--- src/verilog/rfafc_consts.svh ---
`ifndef RFAFC_CONSTS_SVH
`define RFAFC_CONSTS_SVH
// =====================================================================
// Register addresses
`define RFAFC_ADDR_RATE_HI      7'h6e
`define RFAFC_ADDR_RATE_LO      7'h6f
`define RFAFC_ADDR_RATE_SCALE   7'h70
`define RFAFC_ADDR_MODCTL2      7'h71
`define RFAFC_ADDR_DEV_LO       7'h72
`define RFAFC_ADDR_OFS_LO       7'h73
`define RFAFC_ADDR_OFS_HI       7'h74
`define RFAFC_ADDR_BAND         7'h75
`define RFAFC_ADDR_HOP_CH       7'h79
`define RFAFC_ADDR_HOP_STEP     7'h7a
`define RFAFC_ADDR_AFC_GEAR     7'h1d
`define RFAFC_ADDR_AFC_TIMING   7'h1e
`define RFAFC_ADDR_LIMIT        7'h2a
`define RFAFC_ADDR_CORR         7'h2b
// =====================================================================
// Reset values
`define RFAFC_RST_RATE_HI       8'h0a
`define RFAFC_RST_RATE_LO       8'h3d
`define RFAFC_RST_MODCTL2       8'h00
`define RFAFC_RST_DEV_LO        8'h20
`define RFAFC_RST_OFS           8'h00
`define RFAFC_RST_BAND          8'h35
`define RFAFC_RST_AFC_GEAR      8'h40
`define RFAFC_RST_AFC_TIMING    8'h01
`define RFAFC_RST_LIMIT         8'h00
// =====================================================================
// Field positions
`define RFAFC_DEV_MSB_BIT       2
`define RFAFC_HBSEL_BIT         5
`define RFAFC_SCALE_BIT         5
`define RFAFC_AFC_EN_BIT        6
// Rate scale exponents
`define RFAFC_RATE_SHIFT_LO     16
`define RFAFC_RATE_SHIFT_HI     21
// Rate accumulator: 1 MHz reference from 10 MHz clock
`define RFAFC_REF_DIV           4'd10
// Bit times of measurement
`define RFAFC_MEAS_BITS         4'd2
// Fixed receive bit rate for loop timing, 250 kbps
`define RFAFC_RX_RATE_WORD      16'h4000
`define RFAFC_RX_RATE_SCALE     1'b0
// Largest limiter count before the correction word saturates
`define RFAFC_LIMIT_MAX         8'd31
`define RFAFC_CORR_MAX          10'sd127
`endif

--- src/verilog/rfafc_pkg.sv ---
package rfafc_pkg;
    typedef enum logic [1:0] {RFAFC_IDLE, RFAFC_TUNE, RFAFC_TX, RFAFC_RX} rfafc_state_t;
    typedef enum logic [1:0] {RFAFC_MEAS, RFAFC_APPLY, RFAFC_SETTLE, RFAFC_HOLD} rfafc_afc_t;
endpackage : rfafc_pkg

--- src/verilog/rfafc_rate_gen.sv ---
`timescale 1ns/1ps
`include "rfafc_consts.svh"
module rfafc_rate_gen #(
    parameter int ACC_W = 22
) (
    input  wire logic        sys_clk,
    input  wire logic        rst,
    input  wire logic        enable,
    input  wire logic [15:0] rate_word,
    input  wire logic        rate_scale,
    output logic             bit_tick
);
    if (ACC_W < `RFAFC_RATE_SHIFT_HI + 1) begin : g_acc_check
        $error("rfafc_rate_gen: ACC_W too small");
    end

    logic [3:0]       ref_cnt;
    logic [3:0]       next_ref_cnt;
    logic [ACC_W-1:0] acc;
    logic [ACC_W-1:0] next_acc;
    logic             next_bit_tick;
    logic [ACC_W-1:0] modulus;
    logic [ACC_W:0]   sum;

    // =====================================================================
    // Phase accumulator stepped at 1 MHz
    always_comb begin
        next_ref_cnt  = ref_cnt;
        next_acc      = acc;
        next_bit_tick = 1'b0;
        modulus       = rate_scale ? ACC_W'(1) << `RFAFC_RATE_SHIFT_HI
                                   : ACC_W'(1) << `RFAFC_RATE_SHIFT_LO;
        sum           = {1'b0, acc} + {{(ACC_W-16+1){1'b0}}, rate_word};
        if (!enable) begin
            next_ref_cnt = 4'd0;
            next_acc     = '0;
        end else if (ref_cnt == `RFAFC_REF_DIV - 4'd1) begin
            next_ref_cnt = 4'd0;
            if (sum >= {1'b0, modulus}) begin
                next_acc      = ACC_W'(sum - {1'b0, modulus});
                next_bit_tick = 1'b1;
            end else begin
                next_acc = sum[ACC_W-1:0];
            end
        end else begin
            next_ref_cnt = ref_cnt + 4'd1;
        end
    end

    always_ff @(posedge sys_clk) begin
        if (rst) begin
            ref_cnt  <= 4'd0;
            acc      <= '0;
            bit_tick <= 1'b0;
        end else begin
            ref_cnt  <= next_ref_cnt;
            acc      <= next_acc;
            bit_tick <= next_bit_tick;
        end
    end
endmodule : rfafc_rate_gen

--- src/verilog/rfafc_top.sv ---
`timescale 1ns/1ps
`include "rfafc_consts.svh"
module rfafc_top (
    input  wire logic        sys_clk,
    input  wire logic        rst,
    input  wire logic        reg_wr,
    input  wire logic        reg_rd,
    input  wire logic [6:0]  reg_addr,
    input  wire logic [7:0]  reg_wdata,
    output logic      [7:0]  reg_rdata,
    input  wire logic        tx_req,
    input  wire logic        rx_req,
    input  wire logic        tx_fifo_mode,
    input  wire logic        tx_packet_active,
    input  wire logic        rx_multi_packet,
    input  wire logic        preamble_detect,
    input  wire logic        packet_end,
    input  wire logic        tune_done,
    input  wire logic signed [7:0] freq_error,
    output rfafc_pkg::rfafc_state_t radio_state,
    output logic             synth_retune,
    output logic [15:0]      hop_offset_10khz,
    output logic signed [11:0] lo_offset_word,
    output logic [9:0]       deviation_hz_625,
    output logic             out_div2_bypass,
    output logic             tx_bit_tick
);
    import rfafc_pkg::*;

    // =====================================================================
    // Register file
    logic [7:0] rate_hi, rate_lo, rate_scale_reg, modctl2, dev_lo, ofs_lo, ofs_hi;
    logic [7:0] band, hop_ch, hop_step, afc_gear, afc_timing, pull_in_limit;
    logic [7:0] next_reg_rdata;
    logic       hop_write;
    logic signed [7:0] afc_corr;

    always_ff @(posedge sys_clk) begin
        if (rst) begin
            rate_hi        <= `RFAFC_RST_RATE_HI;
            rate_lo        <= `RFAFC_RST_RATE_LO;
            rate_scale_reg <= 8'h00;
            modctl2        <= `RFAFC_RST_MODCTL2;
            dev_lo         <= `RFAFC_RST_DEV_LO;
            ofs_lo         <= `RFAFC_RST_OFS;
            ofs_hi         <= `RFAFC_RST_OFS;
            band           <= `RFAFC_RST_BAND;
            hop_ch         <= 8'h00;
            hop_step       <= 8'h00;
            afc_gear       <= `RFAFC_RST_AFC_GEAR;
            afc_timing     <= `RFAFC_RST_AFC_TIMING;
            pull_in_limit  <= `RFAFC_RST_LIMIT;
        end else if (reg_wr) begin
            unique case (reg_addr)
                `RFAFC_ADDR_RATE_HI:    rate_hi        <= reg_wdata;
                `RFAFC_ADDR_RATE_LO:    rate_lo        <= reg_wdata;
                `RFAFC_ADDR_RATE_SCALE: rate_scale_reg <= reg_wdata;
                `RFAFC_ADDR_MODCTL2:    modctl2        <= reg_wdata;
                `RFAFC_ADDR_DEV_LO:     dev_lo         <= reg_wdata;
                `RFAFC_ADDR_OFS_LO:     ofs_lo         <= reg_wdata;
                `RFAFC_ADDR_OFS_HI:     ofs_hi         <= {6'h00, reg_wdata[1:0]};
                `RFAFC_ADDR_BAND:       band           <= reg_wdata;
                `RFAFC_ADDR_HOP_CH:     hop_ch         <= reg_wdata;
                `RFAFC_ADDR_HOP_STEP:   hop_step       <= reg_wdata;
                `RFAFC_ADDR_AFC_GEAR:   afc_gear       <= reg_wdata;
                `RFAFC_ADDR_AFC_TIMING: afc_timing     <= reg_wdata;
                `RFAFC_ADDR_LIMIT:      pull_in_limit  <= reg_wdata;
                default: ;
            endcase
        end
    end

    assign hop_write = reg_wr && (reg_addr == `RFAFC_ADDR_HOP_CH || reg_addr == `RFAFC_ADDR_HOP_STEP);

    always_comb begin
        unique case (reg_addr)
            `RFAFC_ADDR_RATE_HI:    next_reg_rdata = rate_hi;
            `RFAFC_ADDR_RATE_LO:    next_reg_rdata = rate_lo;
            `RFAFC_ADDR_RATE_SCALE: next_reg_rdata = rate_scale_reg;
            `RFAFC_ADDR_MODCTL2:    next_reg_rdata = modctl2;
            `RFAFC_ADDR_DEV_LO:     next_reg_rdata = dev_lo;
            `RFAFC_ADDR_OFS_LO:     next_reg_rdata = ofs_lo;
            `RFAFC_ADDR_OFS_HI:     next_reg_rdata = ofs_hi;
            `RFAFC_ADDR_BAND:       next_reg_rdata = band;
            `RFAFC_ADDR_HOP_CH:     next_reg_rdata = hop_ch;
            `RFAFC_ADDR_HOP_STEP:   next_reg_rdata = hop_step;
            `RFAFC_ADDR_AFC_GEAR:   next_reg_rdata = afc_gear;
            `RFAFC_ADDR_AFC_TIMING: next_reg_rdata = afc_timing;
            `RFAFC_ADDR_LIMIT:      next_reg_rdata = pull_in_limit;
            `RFAFC_ADDR_CORR:       next_reg_rdata = afc_corr;
            default:                next_reg_rdata = 8'h00;
        endcase
    end

    always_ff @(posedge sys_clk) begin
        if (rst) reg_rdata <= 8'h00;
        else if (reg_rd) reg_rdata <= next_reg_rdata;
    end

    // =====================================================================
    // Radio state with automatic retune on hop change
    rfafc_state_t state, next_state, return_state, next_return_state;
    logic         hop_pending, next_hop_pending, next_synth_retune;

    always_comb begin
        next_state        = state;
        next_return_state = return_state;
        next_hop_pending  = hop_pending || hop_write;
        next_synth_retune = 1'b0;
        unique case (state)
            RFAFC_IDLE: begin
                if (tx_req || rx_req) begin
                    next_state        = RFAFC_TUNE;
                    next_return_state = tx_req ? RFAFC_TX : RFAFC_RX;
                    next_synth_retune = 1'b1;
                    next_hop_pending  = 1'b0;
                end
            end
            RFAFC_TUNE: begin
                if (tune_done) next_state = return_state;
            end
            RFAFC_TX, RFAFC_RX: begin
                if (state == RFAFC_TX ? !tx_req : !rx_req) begin
                    next_state = RFAFC_IDLE;
                end else if (next_hop_pending &&
                             !(state == RFAFC_TX && tx_fifo_mode && tx_packet_active)) begin
                    next_state        = RFAFC_TUNE;
                    next_return_state = state;
                    next_synth_retune = 1'b1;
                    next_hop_pending  = 1'b0;
                end
            end
        endcase
    end

    always_ff @(posedge sys_clk) begin
        if (rst) begin
            state        <= RFAFC_IDLE;
            return_state <= RFAFC_TX;
            hop_pending  <= 1'b0;
            synth_retune <= 1'b0;
        end else begin
            state        <= next_state;
            return_state <= next_return_state;
            hop_pending  <= next_hop_pending;
            synth_retune <= next_synth_retune;
        end
    end

    // =====================================================================
    // TX bit clock, running only in TX
    logic bit_tick;
    rfafc_rate_gen #(.ACC_W(22)) u_rate (
        .sys_clk    (sys_clk),
        .rst        (rst),
        .enable     (state == RFAFC_TX),
        .rate_word  ({rate_hi, rate_lo}),
        .rate_scale (rate_scale_reg[`RFAFC_SCALE_BIT]),
        .bit_tick   (bit_tick)
    );

    // =====================================================================
    // AFC loop, stepped on ticks of a fixed receive bit rate
    rfafc_afc_t        afc_st, next_afc_st;
    logic [3:0]        bit_cnt, next_bit_cnt;
    logic signed [7:0] next_afc_corr;
    logic              frozen, next_frozen;
    logic              afc_en;
    logic [2:0]        shwait, gear;
    logic signed [9:0] lim, step, cand;
    logic              rx_tick;
    logic              bit_tick_rx;

    assign afc_en  = afc_timing[`RFAFC_AFC_EN_BIT];
    assign shwait  = afc_timing[2:0];
    assign gear    = afc_gear[5:3];
    assign rx_tick = (state == RFAFC_RX) && bit_tick_rx;

    // Transmit rate word kept out of receive timing
    rfafc_rate_gen #(.ACC_W(22)) u_rx_rate (
        .sys_clk    (sys_clk),
        .rst        (rst),
        .enable     (state == RFAFC_RX),
        .rate_word  (`RFAFC_RX_RATE_WORD),
        .rate_scale (`RFAFC_RX_RATE_SCALE),
        .bit_tick   (bit_tick_rx)
    );

    always_comb begin
        next_afc_st   = afc_st;
        next_bit_cnt  = bit_cnt;
        next_afc_corr = afc_corr;
        next_frozen   = frozen || preamble_detect;
        // Four correction steps per limiter count, band factor cancels
        lim  = (pull_in_limit > `RFAFC_LIMIT_MAX) ? `RFAFC_CORR_MAX
                                                  : $signed({pull_in_limit, 2'b00});
        step = $signed({{2{freq_error[7]}}, freq_error}) >>> gear;
        cand = $signed({{2{afc_corr[7]}}, afc_corr}) + step;
        if (state != RFAFC_RX || !afc_en) begin
            next_afc_st  = RFAFC_MEAS;
            next_bit_cnt = 4'd0;
            next_frozen  = 1'b0;
        end else if (packet_end) begin
            next_frozen = 1'b0;
            next_afc_st = RFAFC_MEAS;
            next_bit_cnt = 4'd0;
            if (rx_multi_packet) next_afc_corr = 8'sd0;
        end else if (!frozen && !preamble_detect && rx_tick) begin
            unique case (afc_st)
                RFAFC_MEAS: begin
                    next_bit_cnt = bit_cnt + 4'd1;
                    if (bit_cnt + 4'd1 == `RFAFC_MEAS_BITS) begin
                        next_afc_st  = RFAFC_APPLY;
                        next_bit_cnt = 4'd0;
                    end
                end
                RFAFC_APPLY: begin
                    if (shwait != 3'd0) begin
                        if (cand > lim) next_afc_corr = lim[7:0];
                        else if (cand < -lim) next_afc_corr = 8'(-lim);
                        else next_afc_corr = cand[7:0];
                    end
                    next_afc_st = RFAFC_SETTLE;
                end
                RFAFC_SETTLE: begin
                    next_bit_cnt = bit_cnt + 4'd1;
                    if (bit_cnt + 4'd1 >= {shwait, 1'b0} - 4'd1 || shwait == 3'd0) begin
                        next_afc_st  = RFAFC_MEAS;
                        next_bit_cnt = 4'd0;
                    end
                end
                RFAFC_HOLD: next_afc_st = RFAFC_MEAS;
            endcase
        end
    end

    always_ff @(posedge sys_clk) begin
        if (rst) begin
            afc_st   <= RFAFC_MEAS;
            bit_cnt  <= 4'd0;
            afc_corr <= 8'sd0;
            frozen   <= 1'b0;
        end else begin
            afc_st   <= next_afc_st;
            bit_cnt  <= next_bit_cnt;
            afc_corr <= next_afc_corr;
            frozen   <= next_frozen;
        end
    end

    // =====================================================================
    // Synthesizer words
    logic signed [11:0] next_lo_offset;
    logic signed [9:0]  manual_offset_word;
    assign manual_offset_word = $signed({ofs_hi[1:0], ofs_lo});

    always_comb begin
        if (state == RFAFC_RX && afc_en)
            next_lo_offset = {{4{afc_corr[7]}}, afc_corr};
        else
            next_lo_offset = {{2{manual_offset_word[9]}}, manual_offset_word};
        if (band[`RFAFC_HBSEL_BIT]) next_lo_offset = next_lo_offset <<< 1;
    end

    always_ff @(posedge sys_clk) begin
        if (rst) begin
            radio_state      <= RFAFC_IDLE;
            hop_offset_10khz <= 16'h0000;
            lo_offset_word   <= 12'sd0;
            deviation_hz_625 <= 10'h000;
            out_div2_bypass  <= 1'b0;
            tx_bit_tick      <= 1'b0;
        end else begin
            radio_state      <= state;
            // Carrier held while transmitting or receiving, taken up in idle and tune
            if (state != RFAFC_TX && state != RFAFC_RX) begin
                hop_offset_10khz <= 16'(hop_step) * 16'(hop_ch);
            end
            lo_offset_word   <= next_lo_offset;
            deviation_hz_625 <= {1'b0, modctl2[`RFAFC_DEV_MSB_BIT], dev_lo};
            out_div2_bypass  <= band[`RFAFC_HBSEL_BIT];
            tx_bit_tick      <= bit_tick;
        end
    end
endmodule : rfafc_top

--- config.mk ---
export PLATFORM = sky130hd
export DESIGN_NAME = rfafc_top
export DESIGN_NICKNAME = d
export VERILOG_FILES = /design/src/verilog/rfafc_pkg.sv /design/src/verilog/rfafc_rate_gen.sv /design/src/verilog/rfafc_top.sv
export VERILOG_INCLUDE_DIRS = /design/src /design/src/verilog
export SDC_FILE = /design/constraint.sdc
export NUM_CORES = 1
export LEC_CHECK = 0
export BUFFER_PORTS_ARGS = -buffer_cell sky130_fd_sc_hd__buf_2
export CAP_MARGIN = 20
export CELL_PAD_IN_SITES_DETAIL_PLACEMENT = 1
export CELL_PAD_IN_SITES_GLOBAL_PLACEMENT = 1
export CORE_UTILIZATION = 50
export DETAILED_ROUTE_END_ITERATION = 7
export PLACE_DENSITY = 0.95
export SKIP_CTS_REPAIR_TIMING = 1
export SYNTH_ARGS = -nofsm -noshare
export SYNTH_HDL_FRONTEND = slang
export SYNTH_SLANG_ARGS = --single-unit
--- constraint.sdc ---
create_clock -name sys_clk -period 12.41 [get_ports sys_clk]
set_clock_uncertainty 0.1 [all_clocks]
set_input_delay 2.482 -clock sys_clk [delete_from_list [all_inputs] [get_ports sys_clk]]
set_output_delay 2.482 -clock sys_clk [all_outputs]
set_load 0.005 [all_outputs]
==> run metrics, run 1 <==
H-tree Lvls 1; Max Root-Sink Buffers 3; Total Wirelength 44700 µm; Fmax 0.156 GHz; # setup viols final 0; Total Nets Final 1843; routed len/inst 22.1 µm; sum of negative setup slack 0 ns; FF-to-FF path depth 18; fin crit period 6.43 ns; Critical Path RT 12.74 ns; outcome finished, violations left; Remaining DRCs 14; crit path kind primary input to register; crit path from freq_error[6]; Most flops, register u_rate.acc; Reg2Reg Launch Point hop_step[3]$_SDFFE_PP0P_; CP endpoint kind register; Die Span Y 165 µm; Seq/Total Area, Yosys 31.0%; worst hold slack 0.346 ns; post-synthesis area per instance 8.16 µm²; headroom to the max-slew limit 20.9%; vias 12600; CP startpoint kind primary input; ANT cells 0; Tot GR Track Use 32.7%; Initial Util 51.1%; Filler cells 3141; IO Count 86; insertion delay to the later sink of the worst-skew pair 0.54 ns; first-pass GRT wire length 70000 µm; VDD IR max 0.110 mV; slowest CP cell mux4_2; GR Overflow Total 0; max reg flops 22; ANT nets after route 0; most frequent cells in the layout 252 x nand2_1, 207 x dfxtp_1, 137 x nor2_1; Critical Path AT 6.76 ns; Final period util 51.8%; worst hold path class register to register; area of the core 26100 µm²; worst-path fanout max 13; CTS Buf Count 25; final hold viol count 0; failing checks DRC; Final Cell Area 14800 µm²; Pre-Repair DR Iteration Count 8; commonest non-fill, non-tap cell in the layout nand2_1; hold endpoint tx_bit_tick$_SDFF_PP0_; top-area cell type share of the netlist area 31.0%; warnings from Yosys 0; row count 59; LEAKAGE 6.06 nW; Post-Syn Instances 1636; ys flop type dfxtp_1; hold path start u_rate.bit_tick$_SDFF_PP0_; CP peak stage delay 0.46 ns; placed cell area 13900 µm²; layout cells sized above 1 10.5%; RD Place Congestion 0.865; fin util 56.6%; Clk pin slew, worst setup/hold paths 0.07 ns; synth top area cells dfxtp_1 31%, ha_1 8.8%, nand2_1 7.1%; CTS Sinks 207; CTS tree built; post-synth cell types 81; initial antenna violation count 0; r2r setup slk 7.02 ns; Detailed Route Iter0 Violations 998; largest registers u_rate.acc: 22 flops, hop_offset_10khz: 16 flops, lo_offset_word: 11 flops; dpl hpwl 30600 µm; Mapped Area 13300 µm²; Async SR Flop Fraction 0%; pre-CTS setup slack 5.43 ns; Synth area leader dfxtp_1; fin. max-slew vios 0; Power Dens Cells 103 nW/µm²; Die Area 27400 µm²; FF+latch count, synth 207; Min-Delay Path Depth 1; FF-to-FF End hop_offset_10khz[15]$_SDFFE_PP0P_; vias per inst 6.23; PortBufs 84; largest net degree at the start of global routing 77; CP Cell Sequence buf_2 > mux4_2 > mux2i_1 > inv_1 > ha_1 > a21o_1 > a21oi_1 > o21ai_0 > a21oi_1 > o21bai_1 > xor2_1 > ha_1 > nand4_1 > nor2_1 > nand4_1 > o211ai_1 > o21a_1 > o21a_1 > nand2_1 > mux2i_1 > a22o_1; Tightest Pin Transition 1.18 ns; Final WS setup 5.98 ns; RSZ-0062 raised after global routing no; Layout area overhead 10.8%; Die Wd 165 µm; number of global-route vias before repair 13400; CTS root buf clkbuf_16; MaxCap Viol Count 0; number of flops mapped to enable cells by yosys 0
power by group:
part	switching, mW	internal, mW
registers	0.00569	0.670
clock network	0.301	0.456
logic	0.0655	0.0307
total	0.372	1.16
per-layer routing:
metal  part of all wire [%]  global-route usage, %
met5                      0                      0
met4                    4.7                   15.9
met3                    6.6                   4.87
met2                     50                   58.6
met1                     39                   37.8
critical path, delay by kind of cell:
kind                     cells  cell delay (ns)
buffers and inverters        2             0.20
adder cells (fa/ha/maj)      2             0.63
multiplexers                 3             0.93
AO/OA/AOI/OAI                9             1.77
XOR/XNOR                     1             0.20
AND/OR/NAND/NOR              4             0.53
cells in the mapped netlist (4+ instances only):
library cell	n
o21ai_0	42
mux2i_1	52
a21boi_0	6
a22oi_1	13
nor2_1	137
a211o_1	9
mux4_2	5
nor4_1	10
a311oi_1	6
a211oi_1	10
a22o_1	15
a31oi_1	8
a32o_1	4
nand4_1	17
o21ai_1	4
dfxtp_1	207
o21a_1	7
and2_1	55
a222oi_1	8
nand3_1	53
clkbuf_1	78
a21o_1	11
inv_1	102
mux2_2	10
a21oi_1	131
fa_1	38
xor2_1	18
xnor2_1	31
ha_1	94
nand2_1	252
a221oi_1	13
or3_1	16
nor2b_1	17
nor3_1	28
o21bai_1	7
and3b_1	6
nand2b_1	16
and3_1	15
o211ai_1	4
nand3b_1	15
cell type report:
cell class	count	area (µm²)	share of cell area (%)
flip-flops and latches	207	4140	28.0
well taps	335	419	2.83
multi-input cells	1243	8490	57.4
clock buffers	36	747	5.05
inverters	102	383	2.59
clock inverters	7	90.1	0.609
repair buffers	97	513	3.47
logic make-up after synthesis:
| logic type | synth area share (%) |
|---|---|
| simple gates | 23.5 |
| compound gates | 16.5 |
| flops | 31.0 |
| buf+inv | 5.37 |
| fa+ha+maj | 14.6 |
| mux | 5.67 |
| xor+xnor | 3.22 |
| other cells | 0.0563 |
per-stage QoR:
step | power (mW) | instances
after floorplan | 0.748 | 1638
after global placement | 0.777 | 1980
after detailed placement | 0.782 | 1980
after CTS | 1.53 | 2023
after global routing | 1.57 | 2027
final | 1.53 | 2027
how the worst max path moves through the flow:
stage                                     endpoint  slack, ns  cells after the start
after floorplan           afc_corr[5]$_SDFFE_PP0P_       6.26                     23
after global placement    afc_corr[6]$_SDFFE_PP0P_       5.73                     19
after detailed placement  afc_corr[6]$_SDFFE_PP0P_       5.43                     18
after CTS                 afc_corr[6]$_SDFFE_PP0P_       6.00                     18
after global routing      afc_corr[0]$_SDFFE_PP0P_       5.55                     21
final                     afc_corr[0]$_SDFFE_PP0P_       5.98                     21
(Power assumes the default switching activity.)
==> run 2, diff against run 1 <==
Settings changed: ABC_AREA set to 1, CORE_UTILIZATION 50 to 40, PLACE_DENSITY 0.95 to 0.89.
Clock period 12.41 ns to 5.7 ns, I/O delays scaled along.
==> run metrics, run 2 <==
outcome finished, final reports clean (was finished, violations left); initial antenna violation count 1 (was 0); post-synthesis area per instance 6.82 µm² (was 8.16 µm²); Detailed Route Iter0 Violations 892 (was 998); FF+latch count, synth 207 (unchanged); first-pass GRT wire length 71100 µm (was 70000 µm); vias per inst 5.44 (was 6.23); Seq/Total Area, Yosys 30.7% (was 31.0%); IO Count 86 (unchanged); CP endpoint kind register (unchanged); Remaining DRCs 0 (was 14); Async SR Flop Fraction 0% (unchanged); Die Wd 186 µm (was 165 µm); largest registers u_rate.acc: 22 flops, hop_offset_10khz: 16 flops, lo_offset_word: 11 flops (unchanged); hold endpoint tx_bit_tick$_SDFF_PP0_ (unchanged); Clk pin slew, worst setup/hold paths 0.06 ns (was 0.07 ns); CTS Sinks 207 (unchanged); max reg flops 22 (unchanged); row count 66 (was 59); dpl hpwl 33200 µm (was 30600 µm); Power Dens Cells 228 nW/µm² (was 103 nW/µm²); ANT nets after route 0 (unchanged); CTS Buf Count 25 (unchanged); most frequent cells after synthesis 434 x nand2_1, 364 x inv_1, 207 x dfxtp_1 (was 252 x nand2_1, 207 x dfxtp_1, 137 x nor2_1); ys flop type dfxtp_1 (unchanged); commonest non-fill, non-tap cell in the layout nand2_1 (unchanged); top-area cell type share of the netlist area 30.7% (was 31.0%); fin crit period 4.88 ns; most frequent cells in the layout 434 x nand2_1, 363 x inv_1, 207 x dfxtp_1 (was 252 x nand2_1, 207 x dfxtp_1, 137 x nor2_1); Pre-Repair DR Iteration Count 5 (was 8); Min-Delay Path Depth 2 (was 1); area of the multi-input gates 7690 µm² (was 8490 µm²); GR Overflow Total 0 (unchanged); Synth area leader dfxtp_1 (unchanged); MaxCap Viol Count 0 (unchanged); Fmax 0.205 GHz; most frequent cell after synthesis nand2_1 (unchanged); layout cells sized above 1 7.83% (was 10.5%); routed len/inst 17.8 µm (was 22.1 µm); worst hold slack 0.337 ns (was 0.346 ns); FF-to-FF End hop_offset_10khz[15]$_SDFFE_PP0P_ (unchanged); VDD IR max 0.197 mV (was 0.110 mV); Post-Syn Instances 1975 (was 1636); CTS root buf clkbuf_16 (unchanged); fin. max-slew vios 0 (unchanged); Initial Util 41.0% (was 51.1%); final hold viol count 0 (unchanged); warnings from Yosys 0 (unchanged); sum of negative setup slack 0 ns (unchanged); # setup viols final 0 (unchanged); CTS tree built (unchanged); Tightest Pin Transition 0.859 ns (was 1.18 ns); number of flops mapped to enable cells by yosys 0 (unchanged); CP startpoint kind register (was primary input); headroom to the max-slew limit 42.6% (was 20.9%); worst hold path class register to register (unchanged); H-tree Lvls 1 (unchanged); crit path kind register to register (was primary input to register); insertion delay to the later sink of the worst-skew pair 0.54 ns (about the same); RSZ-0062 raised after global routing no (unchanged); Layout area overhead 11.9% (was 10.8%); Total Wirelength 44200 µm (was 44700 µm); r2r setup slk 0.82 ns (was 7.02 ns); Reg2Reg Launch Point hop_ch[7]$_SDFFE_PP0P_ (was hop_step[3]$_SDFFE_PP0P_); FF/Latch Area 4140 µm² (unchanged); total design power 3.43 mW (was 1.53 mW); post-synth cell types 50 (was 81); largest net degree at the start of global routing 61 (was 77); number of global-route vias before repair 14100 (was 13400); vias 13500 (was 12600); PortBufs 84 (unchanged); FF-to-FF path depth 20 (was 18); Die Area 34400 µm² (was 27400 µm²); Mapped Area 13500 µm² (was 13300 µm²); Final period util 85.7%; hold path start u_rate.bit_tick$_SDFF_PP0_ (unchanged); Filler cells 4348 (was 3141); Critical Path AT 5.21 ns (was 6.76 ns); area of the core 32900 µm² (was 26100 µm²); Tot GR Track Use 25.8% (was 32.7%); Most flops, register u_rate.acc (unchanged); Total Nets Final 2193 (was 1843); Max Root-Sink Buffers 3 (unchanged); worst-path fanout max 10 (was 13); LEAKAGE 7.40 nW (was 6.06 nW); Critical Path RT 6.03 ns (was 12.74 ns); RD Place Congestion 0.893 (was 0.865); Die Span Y 186 µm (was 165 µm); synth top area cells dfxtp_1 31%, nand2_1 12%, inv_1 10% (was dfxtp_1 31%, ha_1 8.8%, nand2_1 7.1%)
[run 2: cell count changes after synthesis, moves of 26 or more]
cell | before | now
o22ai_1 | 3 | 36
nor2_1 | 137 | 163
and2_1 | 55 | 3
inv_1 | 102 | 364
mux2i_1 | 52 | 3
nand3_1 | 53 | 97
nand2_1 | 252 | 434
o21ai_0 | 42 | 156
[run 2: logic make-up after synthesis]
group,after synthesis,synth area share [%]
AOI/OAI and AO/OA,396,16.4
xor gates and xnor gates,30,1.95
adders and majority gates,132,14.4
buffers and inverters,437,12.2
DFF,207,30.7
muxes,3,0.223
other,2,0.0557
and+or+nand+nor,768,24.0
[run 2: metrics by stage]
stage / std cells / area (µm²) / utilization [%] / setup WS [ns]
global route: 2485 / 15100 / 45.9 / 0.293
global placement: 2441 / 14200 / 43.3 / 0.490
CTS: 2485 / 15100 / 45.9 / 0.797
finish: 2486 / 15100 / 45.9 / 0.817
floorplan: 1977 / 13500 / - / 1.10
detailed placement: 2441 / 14200 / 43.3 / 0.332
[run 2: layer usage]
layer	global-route usage [%]	wire length, µm
met5	0	0
met4	11.4	1980
met3	3.29	2270
met2	46.3	21600
met1	30.8	18300
[run 2: layout make-up]
cell class | instances | area share (%)
well taps | 442 | 3.67
repair buffers | 88 | 2.99
flip-flops and latches | 207 | 27.5
clock buffers | 29 | 4.31
inverters | 371 | 9.23
diodes | 1 | 0.0166
clock inverters | 15 | 1.29
multi-input cells | 1333 | 51.0
[run 2: worst max-delay path by stage]
stage                           start                                 to  slack (ns)  cells after the start
2_1_floorplan           freq_error[7]           afc_corr[2]$_SDFFE_PP0P_        1.10                     25
3_3_place_gp            freq_error[1]           afc_corr[6]$_SDFFE_PP0P_        0.49                     22
3_5_place_dp            freq_error[1]           afc_corr[6]$_SDFFE_PP0P_        0.33                     22
4_1_cts        hop_ch[7]$_SDFFE_PP0P_  hop_offset_10khz[15]$_SDFFE_PP0P_        0.80                     20
5_1_grt                 freq_error[1]           afc_corr[6]$_SDFFE_PP0P_        0.29                     22
6_report       hop_ch[7]$_SDFFE_PP0P_  hop_offset_10khz[15]$_SDFFE_PP0P_        0.82                     20
[run 2: critical path: stages (launching register included)]
cell and delay, ns:
dfxtp_1 0.59, nand2_1 0.15, fa_1 0.53, fa_1 0.55, inv_1 0.06, fa_1 0.53
inv_1 0.06, fa_1 0.54, inv_1 0.04, ha_1 0.37, nand2_1 0.10, nor3_1 0.25
nand3_1 0.14, o2111ai_1 0.15, nand2_1 0.08, inv_1 0.08, nor2_1 0.04, o21bai_1 0.15
xor2_1 0.08, o21ai_0 0.14, inv_1 0.05
[run 2: power by group]
group | internal, mW | switching, mW
Sequential | 1.47 | 0.0251
Clock | 1.00 | 0.659
Combinational | 0.0803 | 0.197
Total | 2.55 | 0.882
==> run 3, diff against run 2 <==
Settings changed: ABC_AREA 1 to unset, CORE_MARGIN set to 10, CORE_UTILIZATION 40 to 42.
==> run metrics, run 3 (synthesis gave the netlist of run 1 again) <==
MaxCap Viol Count 0 (unchanged); Power Dens Cells 223 nW/µm² (was 228 nW/µm²); CTS root buf clkbuf_16 (unchanged); Die Span Y 198 µm (was 186 µm); Most flops, register u_rate.acc (unchanged); dpl hpwl 31400 µm (was 33200 µm); Initial Util 42.4% (was 41.0%); Clk pin slew, worst setup/hold paths 0.06 ns (about the same); H-tree Lvls 1 (unchanged); Final period util 90.7% (was 85.7%); fin util 47.4% (was 45.9%); Total Wirelength 43100 µm (was 44200 µm); Total Nets Final 1843 (was 2193); PortBufs 84 (unchanged); worst hold slack 0.350 ns (was 0.337 ns); initial antenna violation count 1 (unchanged); vias per inst 5.88 (was 5.44); worst-path fanout max 10 (unchanged); Die Area 39300 µm² (was 34400 µm²); slowest CP cell fa_1 (was dfxtp_1); largest registers u_rate.acc: 22 flops, hop_offset_10khz: 16 flops, lo_offset_word: 11 flops (unchanged); Tightest Pin Transition 1.08 ns (was 0.859 ns); Layout area overhead 11.7% (was 11.9%); Remaining DRCs 0 (unchanged); final std cells w/o fill 2096 (was 2486); Final WS setup 0.533 ns (was 0.817 ns); outcome finished, final reports clean (unchanged); most frequent cells in the layout 252 x nand2_1, 207 x dfxtp_1, 137 x nor2_1 (was 434 x nand2_1, 363 x inv_1, 207 x dfxtp_1); CP Cell Sequence and2_1 > fa_1 > fa_1 > ha_1 > inv_1 > fa_1 > inv_1 > ha_1 > nor2b_1 > o21ai_0 > a21boi_0 > o21ai_0 > a21boi_0 > o21ai_0 > a21oi_1 > o41ai_1 > xnor2_1 > a211oi_1 (was nand2_1 > fa_1 > fa_1 > inv_1 > fa_1 > inv_1 > fa_1 > inv_1 > ha_1 > nand2_1 > nor3_1 > nand3_1 > o2111ai_1 > nand2_1 > inv_1 > nor2_1 > o21bai_1 > xor2_1 > o21ai_0 > inv_1); worst hold path class register to register (unchanged); CP top delay family adder cells (unchanged); max reg flops 22 (unchanged); Critical Path AT 5.51 ns (was 5.21 ns); final hold viol count 0 (unchanged); VDD IR max 0.214 mV (was 0.197 mV); layout cells sized above 1 10.5% (was 7.83%); headroom to the max-slew limit 27.7% (was 42.6%); sum of negative setup slack 0 ns (unchanged); # setup viols final 0 (unchanged); r2r setup slk 0.53 ns (was 0.82 ns); fin crit period 5.17 ns (was 4.88 ns); RSZ-0062 raised after global routing no (unchanged); CP peak stage delay 0.56 ns (was 0.59 ns); Fmax 0.194 GHz (was 0.205 GHz); commonest non-fill, non-tap cell in the layout nand2_1 (unchanged); worst path bufs/invs 2 (was 5); fin. max-slew vios 0 (unchanged); Critical Path RT 6.04 ns (was 6.03 ns); pre-CTS setup slack 0.198 ns (was 0.332 ns); largest net degree at the start of global routing 69 (was 61); LEAKAGE 6.06 nW (was 7.40 nW); number of global-route vias before repair 13000 (was 14100); DP Cell Count 2048 (was 2441); Tot GR Track Use 21.7% (was 25.8%); routed len/inst 20.6 µm (was 17.8 µm); GR Overflow Total 0 (unchanged); row count 65 (was 66); Max Root-Sink Buffers 3 (unchanged); crit path kind register to register (unchanged); CP endpoint kind register (unchanged); ANT nets after route 0 (unchanged); CP startpoint kind register (unchanged); Pre-Repair DR Iteration Count 6 (was 5); CTS Sinks 207 (unchanged); CTS Buf Count 25 (unchanged); IO Count 86 (unchanged); RD Place Congestion 0.890 (was 0.893); first-pass GRT wire length 69300 µm (was 71100 µm); vias 12300 (was 13500); area of the core 31500 µm² (was 32900 µm²); Die Wd 198 µm (was 186 µm); CTS tree built (unchanged); insertion delay to the later sink of the worst-skew pair 0.53 ns (was 0.54 ns); Detailed Route Iter0 Violations 1065 (was 892)
## run 3: metal layers
metal / global-route usage [%] / wire (µm)
met4: 7.32 / 1500
met2: 38.7 / 21400
met5: 0 / 0
met3: 3.34 / 2460
met1: 25.8 / 17800
## run 3: path summary, 6_finish.rpt
path,cells after the start,from,endpoint
max,18,hop_ch[4]$_SDFFE_PP0P_,hop_offset_10khz[15]$_SDFFE_PP0P_
min,2,hop_offset_10khz[8]$_SDFFE_PP0P_,hop_offset_10khz[8]$_SDFFE_PP0P_
max reg2reg,18,hop_ch[4]$_SDFFE_PP0P_,hop_offset_10khz[15]$_SDFFE_PP0P_
min reg2reg,2,hop_offset_10khz[8]$_SDFFE_PP0P_,hop_offset_10khz[8]$_SDFFE_PP0P_
## run 3: cell type report
class / instances / area [µm²]
antenna: 2 / 5.00
timing repair buffer: 97 / 532
multi-input combinational: 1243 / 8490
clock buffer: 35 / 743
inverter: 102 / 383
tap: 402 / 503
fill: 3805 / 16600
sequential: 207 / 4140
clock inverter: 8 / 105
## run 3: per-stage QoR
stage               instance area (µm²)  total power [mW]
finish                            14900              3.33
CTS                               14900              3.34
global route                      14900              3.43
detailed placement                14000              1.71
floorplan                         13400              1.63
global placement                  14000              1.70
## run 3: where the power goes
part	internal (mW)	switching (mW)
sequential	1.46	0.0171
clock	0.996	0.651
combinational	0.0667	0.141
total	2.52	0.810
## run 3: worst register-to-register path, stage by stage, from the launching register on
cell	delay, ns
dfxtp_1	0.43
and2_1	0.22
fa_1	0.47
fa_1	0.52
ha_1	0.29
inv_1	0.06
fa_1	0.56
inv_1	0.05
ha_1	0.33
nor2b_1	0.14
o21ai_0	0.23
a21boi_0	0.15
o21ai_0	0.25
a21boi_0	0.17
o21ai_0	0.25
a21oi_1	0.16
o41ai_1	0.34
xnor2_1	0.12
a211oi_1	0.25
